File: src/tap_pulse_cfg.svh
// Offsets, reset values, scaling and step timing constants for the tap qualifier
`ifndef TAP_PULSE_CFG_SVH
`define TAP_PULSE_CFG_SVH

`define ADDR_TAP_THRESHOLD_Y 8'h24
`define ADDR_TAP_THRESHOLD_Z 8'h25
`define ADDR_TAP_TIME_LIMIT  8'h26

`define THRESHOLD_RESET      7'h00
`define TIME_LIMIT_RESET     8'h00
`define READ_UNMAPPED        8'h00

// 12-bit samples on the fixed 8 g scale; one threshold count is 16 sample counts
`define THRESHOLD_LSB_SHIFT  4

`define CLOCK_PERIOD_NS      100
// Shortest time step, 0.625 ms
`define BASE_STEP_US         625
`define BASE_STEP_CYCLES     ((`BASE_STEP_US * 1000) / `CLOCK_PERIOD_NS)

// Step exponents over the base step; nibble n belongs to data-rate code n
`define STEP_EXP_LPF1_NORMAL 32'h5555_4321
`define STEP_EXP_LPF1_LOWNSE 32'h7775_4321
`define STEP_EXP_LPF1_HIRES  32'h2222_2221
`define STEP_EXP_LPF1_LOWPWR 32'h8875_4321
`define STEP_EXP_LPF0_NORMAL 32'h3333_2100
`define STEP_EXP_LPF0_LOWNSE 32'h5553_2100
`define STEP_EXP_LPF0_HIRES  32'h0000_0000
`define STEP_EXP_LPF0_LOWPWR 32'h6664_3210

`endif

File: src/tap_pulse_pkg.sv
// Types shared by the tap qualifier modules
package tap_pulse_pkg;

  typedef enum logic [1:0] {
    NORMAL_OVERSAMPLING              = 2'b00,
    LOW_NOISE_LOW_POWER_OVERSAMPLING = 2'b01,
    HIGH_RESOLUTION_OVERSAMPLING     = 2'b10,
    LOW_POWER_OVERSAMPLING           = 2'b11
  } oversampling_e;

  typedef enum logic [1:0] {
    TAP_IDLE     = 2'b00,
    TAP_ABOVE    = 2'b01,
    TAP_WAIT_LOW = 2'b10
  } tap_state_e;

  typedef logic [2:0] data_rate_t;

endpackage

File: src/tap_step_if.sv
// Carrier between an axis qualifier and its step timer
`timescale 1ns/1ns
interface tap_step_if;
  logic       restart;
  logic [3:0] exponent;
  logic       stepPulse;

  modport timer (
    input  restart,
    input  exponent,
    output stepPulse
  );
  modport user (
    output restart,
    output exponent,
    input  stepPulse
  );
endinterface

File: src/tap_step_timer.sv
// Time-step enable generator: base step times a power of two
`timescale 1ns/1ns
`include "tap_pulse_cfg.svh"
module tap_step_timer
  import tap_pulse_pkg::*;
#(
  parameter int BASE_STEP_CYCLES = `BASE_STEP_CYCLES
) (
  input  wire logic clk,
  input  wire logic reset,
  tap_step_if.timer step
);
  localparam int BaseWidth = (BASE_STEP_CYCLES > 1) ? $clog2(BASE_STEP_CYCLES) : 1;

  logic [BaseWidth-1:0] baseCount_reg;
  logic [7:0]           prescale_reg;
  logic                 stepPulse_reg;
  logic                 baseWrap;
  logic [7:0]           prescaleTop;

  assign baseWrap    = baseCount_reg == BaseWidth'(BASE_STEP_CYCLES - 1);
  assign prescaleTop = 8'((9'd1 << step.exponent) - 9'd1);
  assign step.stepPulse = stepPulse_reg;

  // Restart aligns the first step to the start of a candidate, not to a free-running grid
  always_ff @(posedge clk) begin
    if (reset || step.restart || baseWrap) begin
      baseCount_reg <= '0;
    end else begin
      baseCount_reg <= baseCount_reg + 1'b1;
    end
  end

  always_ff @(posedge clk) begin
    if (reset || step.restart) begin
      prescale_reg <= 8'h00;
    end else if (baseWrap) begin
      prescale_reg <= (prescale_reg >= prescaleTop) ? 8'h00 : prescale_reg + 8'h01;
    end
  end

  always_ff @(posedge clk) begin
    if (reset || step.restart) begin
      stepPulse_reg <= 1'b0;
    end else begin
      stepPulse_reg <= baseWrap && (prescale_reg >= prescaleTop);
    end
  end

  logic [31:0] gap_reg;
  always_ff @(posedge clk) begin
    if (reset || step.restart) begin
      gap_reg <= 32'h0000_0000;
    end else if (step.stepPulse) begin
      gap_reg <= 32'h0000_0001;
    end else begin
      gap_reg <= gap_reg + 32'h0000_0001;
    end
  end
endmodule

File: src/pulse_threshold_time_limit.sv
// Tap threshold and time-limit registers with per-axis tap qualification
`timescale 1ns/1ns
`include "tap_pulse_cfg.svh"
// Behaviour
// - Y threshold seven bits, bit7 zero, reset zero
// - Z threshold seven bits, bit7 zero, reset zero
// - Compare on fixed 8 g scale, 0.063 g
// - Threshold is seven-bit unsigned magnitude
// - Candidate starts when acceleration exceeds threshold
// - Time limit eight bits, read/write, reset zero
// - Valid only if falling below within limit
// - Longest limit is 255 time steps
// - Step depends on oversampling and lowpass enable
// - Lowpass enable comes from filter register
// - Filtered steps from 1.25 ms upward
// - Unfiltered steps are a half or a quarter of filtered, from 0.625 ms
// - Each limit count is one time step
module pulse_threshold_time_limit
  import tap_pulse_pkg::*;
#(
  parameter int BASE_STEP_CYCLES = `BASE_STEP_CYCLES
) (
  input  wire logic          clk,
  input  wire logic          reset,
  input  wire logic [7:0]    regAddr,
  input  wire logic [7:0]    regWrData,
  input  wire logic          regWrite,
  input  wire logic          regRead,
  output logic      [7:0]    regRdData,
  input  wire logic          sampleValid,
  input  wire logic [11:0]   accelY,
  input  wire logic [11:0]   accelZ,
  input  wire data_rate_t    outputDataRate,
  input  wire oversampling_e oversamplingMode,
  input  wire logic          tapLowpassEnable,
  output logic      [1:0]    tapValid,
  output logic      [1:0]    tapNegative,
  output logic      [1:0]    tapExpired
);

  logic [6:0] yThresholdField_reg;
  logic [6:0] zThresholdField_reg;
  logic [7:0] timeLimitField_reg;
  logic [7:0] regRdData_reg;
  logic [3:0] exponent;

  function automatic logic [3:0] stepExponent(
    input logic          lowpass,
    input oversampling_e mode,
    input data_rate_t    rate
  );
    logic [31:0] row;
    row = 32'h0000_0000;
    if (lowpass) begin
      case (mode)
        NORMAL_OVERSAMPLING:              row = `STEP_EXP_LPF1_NORMAL;
        LOW_NOISE_LOW_POWER_OVERSAMPLING: row = `STEP_EXP_LPF1_LOWNSE;
        HIGH_RESOLUTION_OVERSAMPLING:     row = `STEP_EXP_LPF1_HIRES;
        LOW_POWER_OVERSAMPLING:           row = `STEP_EXP_LPF1_LOWPWR;
        default:                          row = 32'h0000_0000;
      endcase
    end else begin
      case (mode)
        NORMAL_OVERSAMPLING:              row = `STEP_EXP_LPF0_NORMAL;
        LOW_NOISE_LOW_POWER_OVERSAMPLING: row = `STEP_EXP_LPF0_LOWNSE;
        HIGH_RESOLUTION_OVERSAMPLING:     row = `STEP_EXP_LPF0_HIRES;
        LOW_POWER_OVERSAMPLING:           row = `STEP_EXP_LPF0_LOWPWR;
        default:                          row = 32'h0000_0000;
      endcase
    end
    return row[{rate, 2'b00} +: 4];
  endfunction

  // Lowpass enable arrives live from the filter configuration register
  assign exponent = stepExponent(tapLowpassEnable, oversamplingMode,
                                 outputDataRate);

  always_ff @(posedge clk) begin
    if (reset) begin
      yThresholdField_reg <= `THRESHOLD_RESET;
      zThresholdField_reg <= `THRESHOLD_RESET;
      timeLimitField_reg  <= `TIME_LIMIT_RESET;
    end else if (regWrite) begin
      case (regAddr)
        `ADDR_TAP_THRESHOLD_Y: yThresholdField_reg <= regWrData[6:0];
        `ADDR_TAP_THRESHOLD_Z: zThresholdField_reg <= regWrData[6:0];
        `ADDR_TAP_TIME_LIMIT:  timeLimitField_reg  <= regWrData;
        default: ;
      endcase
    end
  end

  always_ff @(posedge clk) begin
    if (reset) begin
      regRdData_reg <= `READ_UNMAPPED;
    end else if (regRead) begin
      case (regAddr)
        `ADDR_TAP_THRESHOLD_Y: regRdData_reg <= {1'b0, yThresholdField_reg};
        `ADDR_TAP_THRESHOLD_Z: regRdData_reg <= {1'b0, zThresholdField_reg};
        `ADDR_TAP_TIME_LIMIT:  regRdData_reg <= timeLimitField_reg;
        default:               regRdData_reg <= `READ_UNMAPPED;
      endcase
    end
  end
  assign regRdData = regRdData_reg;

  logic [11:0] accel [2];
  logic [6:0]  threshold [2];
  assign accel[0]     = accelY;
  assign accel[1]     = accelZ;
  assign threshold[0] = yThresholdField_reg;
  assign threshold[1] = zThresholdField_reg;

  tap_step_if stepBus [2] ();

  genvar axis;
  generate
    for (axis = 0; axis < 2; axis++) begin : gAxis
      tap_state_e  state_reg;
      logic [7:0]  count_reg;
      logic        valid_reg;
      logic        negative_reg;
      logic        expired_reg;
      logic [11:0] magnitude;
      logic        above;
      logic        limitHit;

      // Input is already on the 8 g scale, so the output full-scale setting never matters
      assign magnitude = accel[axis][11] ? 12'(-accel[axis]) : accel[axis];
      assign above     = magnitude[11:`THRESHOLD_LSB_SHIFT] > {1'b0, threshold[axis]};
      assign limitHit  = count_reg >= timeLimitField_reg;

      assign stepBus[axis].restart  = state_reg != TAP_ABOVE;
      assign stepBus[axis].exponent = exponent;

      tap_step_timer #(
        .BASE_STEP_CYCLES (BASE_STEP_CYCLES)
      ) uTimer (
        .clk   (clk),
        .reset (reset),
        .step  (stepBus[axis])
      );

      // Expiry wins over a fall in the same cycle: the fall was not within the limit
      always_ff @(posedge clk) begin
        if (reset) begin
          state_reg <= TAP_IDLE;
        end else begin
          case (state_reg)
            TAP_IDLE: begin
              if (sampleValid && above) begin
                state_reg <= TAP_ABOVE;
              end
            end
            TAP_ABOVE: begin
              if (limitHit) begin
                state_reg <= TAP_WAIT_LOW;
              end else if (sampleValid && !above) begin
                state_reg <= TAP_IDLE;
              end
            end
            TAP_WAIT_LOW: begin
              if (sampleValid && !above) begin
                state_reg <= TAP_IDLE;
              end
            end
            default: state_reg <= TAP_IDLE;
          endcase
        end
      end

      // Saturates at 255 so a stalled fall can never wrap back under the limit
      always_ff @(posedge clk) begin
        if (reset || state_reg != TAP_ABOVE) begin
          count_reg <= 8'h00;
        end else if (stepBus[axis].stepPulse && count_reg != 8'hff) begin
          count_reg <= count_reg + 8'h01;
        end
      end

      always_ff @(posedge clk) begin
        if (reset) begin
          valid_reg    <= 1'b0;
          expired_reg  <= 1'b0;
          negative_reg <= 1'b0;
        end else begin
          valid_reg   <= state_reg == TAP_ABOVE && !limitHit && sampleValid && !above;
          expired_reg <= state_reg == TAP_ABOVE && limitHit;
          if (state_reg == TAP_IDLE && sampleValid && above) begin
            negative_reg <= accel[axis][11];
          end
        end
      end

      assign tapValid[axis]    = valid_reg;
      assign tapExpired[axis]  = expired_reg;
      assign tapNegative[axis] = negative_reg;

    end
  endgenerate
endmodule

File: config.mk
export PLATFORM = sky130hd
export DESIGN_NAME = pulse_threshold_time_limit
export DESIGN_NICKNAME = d
export VERILOG_FILES = /design/src/tap_pulse_pkg.sv /design/src/tap_step_if.sv /design/src/tap_step_timer.sv /design/src/pulse_threshold_time_limit.sv
export VERILOG_INCLUDE_DIRS = /design/src
export SDC_FILE = /design/constraint.sdc
export NUM_CORES = 1
export LEC_CHECK = 0
export CORE_MARGIN = 5
export CORE_UTILIZATION = 50
export DETAILED_ROUTE_END_ITERATION = 6
export DONT_BUFFER_PORTS = 1
export PLACE_DENSITY = 0.68
export SETUP_SLACK_MARGIN = 0.3
export SLEW_MARGIN = 20
export SYNTH_ARGS = -nofsm -noshare
export SYNTH_HDL_FRONTEND = slang
export SYNTH_SLANG_ARGS = --single-unit
File: constraint.sdc
create_clock -name clk -period 4.6 [get_ports clk]
set_input_delay 0.92 -clock clk [delete_from_list [all_inputs] [get_ports clk]]
set_output_delay 0.92 -clock clk [all_outputs]
set_load 0.005 [all_outputs]
* Word level (Yosys, flattened, before mapping) *
Cells that the tools add are included.
W data, S select, Z words.

storage, ports and cells
  register bits = 100
  output and inout port bits = 14
  logic and storage cells = 105

cells by class
  muxes and demuxes = 16
  $lt $le $gt $ge = 6
  reduce and logical (&&, ||, !) cells = 34
  shifts and indexed selects = 2
  $add $sub $neg = 9
  eq/ne operators = 18

operator list
  operator                 count
  $pmux W32 S4             2
  $add A8 B1 Y8 const B    4
  $ge A8 B8 Y1             4
  $mux W32                 1
  $shiftx A32 B6 Y4        1
  $add A13 B1 Y13 const B  2
  $eq A13 B13 Y1 const B   2
  $eq A8 B6 Y1 const B     3
  $mux W12                 2
  $neg A12 Y12             2
  $pmux W8 S3              1
  $logic_and A1 B1 Y1      20
  $gt A8 B7 Y1             2
  $mux W8                  2
  $ne A8 B8 Y1 const B     2
  $mux W2                  6
  $pmux W2 S3              2
  $eq A2 B2 Y1 const B     4
  $shl A1 B4 Y8 const A    1
  $sub A8 B1 Y8 const B    1
  $eq A2 B1 Y1 const B     3
  $logic_not A2 Y1         3
  $reduce_and A2 Y1        3
  $logic_not A1 Y1         4
  other kinds (3)          8

* Depth between registers and ports, before layout *
  depth after elaboration = 8
  depth in mapped cells = 19
  mapped depth without buffers = 19

* Hierarchy *
Synthesis repeated with hierarchy kept, for this count alone.

second synthesis, totals
  cell total of the unflattened synthesis = 758
  area, all modules = 6292.3 um^2

by module, submodules not included
  module                      instances  sequential area each (um^2)  area each (um^2)  cells each
  pulse_threshold_time_limit  1          1121.1                       3662.3            438
  tap_step_timer              2          440.4                        1315.0            160

* Least setup slack after synthesis *
OpenSTA, ideal clock, no wires.

  path kind = in2reg
  start point = input port oversamplingMode[0]
  end point = register gAxis[0].uTimer.prescale_reg[2]
  arrival time = 4.638 ns
  stages = 17
  path slack = -0.112 ns
  data required time = 4.526 ns
  setup time = 0.074 ns
  cell sequence = inv_1 -> ha_1 -> nor2b_1 -> o311ai_1 -> a221oi_4 -> or3_1 -> ha_1 -> nand2_1 -> xor2_1 -> ha_1 -> a21oi_1 -> o21ai_0 -> maj3_2 -> maj3_2 -> maj3_2 -> or3b_1 -> a31oi_1

on the way
  word-level cells in the longest chain between the ends = 8
  elaborated cells between the ends (all ways) = 12
  those cells by class = 1 x add/sub; 1 x order compare; 3 x eq/ne; 2 x shift; 4 x mux; 1 x reduce/logical

RTL lines
  what                                        RTL line                                                            text
  start, declared                             pulse_threshold_time_limit.sv:34                                    input wire oversampling_e oversamplingMode,
  $eq A2 B2 Y1, or another cell as far along  pulse_threshold_time_limit.sv:55, pulse_threshold_time_limit.sv:63
  $pmux W32 S4, on equally long branches      pulse_threshold_time_limit.sv:63, pulse_threshold_time_limit.sv:55
  $mux W32 *                                  pulse_threshold_time_limit.sv:54                                    if (lowpass) begin
  $shiftx A32 B6 Y4 *                         pulse_threshold_time_limit.sv:71                                    return row[{rate, 2'b00} +: 4];
  $shl A1 B4 Y8 *                             tap_step_timer.sv:22                                                assign prescaleTop = 8'((9'd1 << step.exponent) - 9'd1);
  $sub A8 B1 Y8 *                             tap_step_timer.sv:22
  $ge A8 B8 Y1 *                              tap_step_timer.sv:38                                                prescale_reg <= (prescale_reg >= prescaleTop) ? 8'h00 : prescale_reg + 8'h01;
  $mux W8 *                                   tap_step_timer.sv:38
  end signal, assigned                        tap_step_timer.sv:38
  end, declared                               tap_step_timer.sv:16                                                logic [7:0] prescale_reg;

Every way passes the cells marked *; elsewhere a longest branch is shown, timed or not. The select of a mux whose other input is x is not followed.
A chain may end at the register's enable or synchronous reset.

* Final worst setup path *
  start point = input port oversamplingMode[1]
  end point = register gAxis[0].uTimer.prescale_reg[2]

The elaborated chain is that of the path after synthesis.

==> insert_results.sql <==
INSERT INTO impl_metrics (metric_group, metric, value, unit) VALUES
('route', 'detail_route.vias_per_cell', '5.45', ''),
('synth', 'ffs_latches_synth', '100', ''),
('grt', 'grt_first_pass_wirelength', '21.7', 'mm'),
('cells_and_area', 'sequential_area', '0.00200', 'mm2'),
('cts', 'cts_sinks', '100', ''),
('timing', 'final-max-slew-violation-count', '0', ''),
('grt', 'first_global_vias', '4680', ''),
('grt', 'grt.total_usage', '18.2', '%'),
('route', 'routed_wl', '12.6', 'mm'),
('route', 'route.detailed.wl_per_inst', '14.7', 'um'),
('floorplanning', 'vertical_extent_of_the_die', '119', 'um'),
('cells_and_area', 'stdcell_count', '856', ''),
('cells_and_area', 'fin_area', '0.00667', 'mm2'),
('floorplanning', 'placementRows', '40', ''),
('synth', 'post_synth_instance_area', '0.00599', 'mm2'),
('outcome', 'status', 'finished, final reports clean', ''),
('cells_and_area', 'finalNetCount', '810', ''),
('floorplanning', 'floorplan.io_pins', '65', ''),
('grt', 'grt-ovfl-total', '0', ''),
('route', 'detailroute.via_count', '4662', ''),
('timing', 'worst_case_clock_skew', '0.00833', 'ns'),
('power_and_ir_drop', 'power.static_leakage', '0.00264', 'uW'),
('cells_and_area', 'fillerInstances', '1102', ''),
('timing', 'fin_crit_period', '4.35', 'ns'),
('timing', 'final.setup.tns', '0', 'ns'),
('timing', 'period_share', '94.6', '%'),
('timing', 'rsz_0062_raised_after_global_routing', 'yes', ''),
('placed_design', 'dp_cells', '835', ''),
('synth', 'asyncSetResetFlopFracSynth', '0', '%'),
('timing', 'relSlewSlack', '37.4', '%'),
('cells_and_area', 'largest_register_ff_count', '26', ''),
('placed_design', 'hpwlAfterDp', '9.71', 'mm'),
('critical_path', 'worstSetupPathType', 'input pin to flop', ''),
('cts', 'clock_tree.root_cell', 'sky130_fd_sc_hd__clkbuf_16', ''),
('critical_path', 'worstSetupEndpointType', 'flop', ''),
('synth', 'synth_top_flop_cell', 'sky130_fd_sc_hd__dfxtp_1', ''),
('cells_and_area', 'layout_common_cells', 'sky130_fd_sc_hd__dfxtp_1 (100), sky130_fd_sc_hd__nor2_1 (96), sky130_fd_sc_hd__ha_1 (50), sky130_fd_sc_hd__nand2_1 (48), sky130_fd_sc_hd__mux2i_1 (34)', ''),
('cells_and_area', 'syn_to_layout_area_delta', '11.3', '%'),
('floorplanning', 'chipWidth', '119', 'um'),
('critical_path', 'critical-path-slowest-cell', 'sky130_fd_sc_hd__or3_4', ''),
('synth', 'synth-warning-count', '0', ''),
('critical_path', 'timing.critical_path.required', '4.86', 'ns'),
('cts', 'cts_tree', 'built', ''),
('synth', 'synth.yosys.seq_area_share', '33.4', '%'),
('critical_path', 'timing.critical_path.mode_cell', 'sky130_fd_sc_hd__maj3_2', ''),
('floorplanning', 'floorplan.core_area', '0.0119', 'mm2'),
('critical_path', 'cp-start-kind', 'input pin', ''),
('floorplanning', 'floorplan.initialDensity', '50.5', '%'),
('synth', 'netlist-cell-type-count', '62', ''),
('cells_and_area', 'layout.cells.most_common', 'sky130_fd_sc_hd__dfxtp_1', ''),
('worst_hold_path', 'min_path_type', 'flop to flop', ''),
('cells_and_area', 'finish.utilization', '56.2', '%'),
('synth', 'synth-edff-count', '0', ''),
('cells_and_area', 'n_antenna_cell', '0', ''),
('synth', 'synthCells', '697', ''),
('timing', 'fmaxAchievable', '230', 'MHz'),
('power_and_ir_drop', 'power_per_cell_area', '284', 'mW/mm2'),
('cells_and_area', 'layout-drive-gt1-share', '10.0', '%'),
('critical_path', 'arrival_time_at_the_worst_endpoint', '4.61', 'ns'),
('cts', 'htree_num_levels', '3', ''),
('timing', 'final.hold.worst_slack', '0.482', 'ns'),
('timing', 'final_report_hold_violation_count', '0', ''),
('route', 'drtAntennaViolNets', '0', ''),
('synth', 'syn_avg_cell_area', '8.60', 'um2'),
('cts', 'cts.clk_slew.worst_paths', '0.06', 'ns'),
('cts', 'clock_latency', '0.35', 'ns'),
('placed_design', 'finalWeightedCongestion', '0.857', ''),
('critical_path', 'crit_chain', 'clkinvlp_4 > ha_4 > nand2b_4 > o211a_1 > o211ai_1 > o221ai_2 > or3_4 > ha_4 > nand2_4 > xor2_2 > ha_1 > a21oi_2 > o21ai_1 > maj3_2 > maj3_2 > maj3_2 > or3b_1 > a31oi_1', ''),
('route', 'drt_iter0_markers', '174', ''),
('route', 'drc_violations_left', '0', ''),
('cells_and_area', 'multiInputGateArea', '0.00391', 'mm2');
## cell families (layout without fill, tap and decap cells)
kind of cell / after synthesis / count (layout) / share of synthesized area [%]
fa+ha+maj: 61 / 61 / 12.6
simple gates: 289 / 289 / 24.6
mux: 35 / 35 / 5.87
compound gates: 98 / 98 / 11.0
buf+inv: 55 / 67 / 3.90
xor+xnor: 59 / 59 / 8.62
flops: 100 / 100 / 33.4
## stage by stage
stage               setup slack [ns]  power [uW]
CTS                            0.278        1900
global route                  0.0729        1990
finish                         0.247        1890
detailed placement            -0.208        1110
floorplan                   -0.00728        1070
global placement             -0.0526        1100
## path summary, 6_finish.rpt
kind,start,end,slack (ns),cells after the start
max,oversamplingMode[1],gAxis[0].uTimer.prescale_reg[2]$_SDFFE_PP0P_,0.25,18
min,regRdData[7]$_SDFFE_PP0P_,regRdData[7]$_SDFFE_PP0P_,0.48,2
min reg2reg,regRdData[7]$_SDFFE_PP0P_,regRdData[7]$_SDFFE_PP0P_,0.48,2
max reg2reg,gAxis[1].uTimer.baseCount_reg[0]$_SDFF_PP0_,gAxis[1].uTimer.prescale_reg[2]$_SDFFE_PP0P_,1.73,8
## synthesized netlist by cell type (7+ instances only)
library cell / count / share of area (%)
sky130_fd_sc_hd__nand2_1: 50 / 3.1
sky130_fd_sc_hd__or3_1: 7 / 0.73
sky130_fd_sc_hd__a21oi_1: 25 / 2.1
sky130_fd_sc_hd__o21a_1: 8 / 1.0
sky130_fd_sc_hd__nand2b_1: 18 / 1.9
sky130_fd_sc_hd__nand3_1: 23 / 1.9
sky130_fd_sc_hd__nand4_1: 13 / 1.4
sky130_fd_sc_hd__xnor2_1: 31 / 4.5
sky130_fd_sc_hd__and3_1: 15 / 1.6
sky130_fd_sc_hd__nor2b_1: 20 / 2.1
sky130_fd_sc_hd__mux2i_1: 34 / 5.7
sky130_fd_sc_hd__nor2_1: 97 / 6.1
sky130_fd_sc_hd__and2_1: 9 / 0.94
sky130_fd_sc_hd__clkbuf_1: 12 / 0.75
sky130_fd_sc_hd__a21o_1: 15 / 1.9
sky130_fd_sc_hd__ha_1: 55 / 11
sky130_fd_sc_hd__o21ai_0: 21 / 1.8
sky130_fd_sc_hd__inv_1: 33 / 2.1
sky130_fd_sc_hd__dfxtp_1: 100 / 33
sky130_fd_sc_hd__xor2_1: 28 / 4.1
## layer usage
layer / global-route usage (%) / vias to the layer above / share of wire [%]
li1: - / 2417 / -
met1: 21.6 / 2178 / 43
met2: 32.4 / 54 / 51
met3: 4.89 / 13 / 4.5
met4: 4.94 / 0 / 1.2
met5: 0 / - / 0
## report_power, final
group          internal (uW)  leakage [uW]  total (uW)  switching [uW]
Combinational            117       0.00168         234             117
Sequential               874      0.000806         883            8.83
Clock                    454      0.000149         775             321
## repair_timing
action                                  CTS  global route
resized for setup                         3            15
buffers inserted                          2             3
cloned                                    0             0
endpoints found under the setup margin   11            17
pin swaps                                 2             9
hold buffers                              0             0
## worst reg2reg max path, delay by kind of cell (launching register included)
family	cells	cell delay [ns]
adders and majority gates	1	0.16
AOI/OAI and AO/OA	2	0.39
DFF	1	0.41
buffers and inverters	1	0.21
and+or+nand+nor	4	1.60
## final cells by class
class,count,share of cell area [%]
clock buffer,12,3.85
tap,147,2.76
clock inverter,4,0.826
inverter,33,1.91
multi-input combinational,542,58.6
sequential,100,30.0
timing repair buffer,18,2.03
No activity file was read; power rests on OpenSTA's default activity.
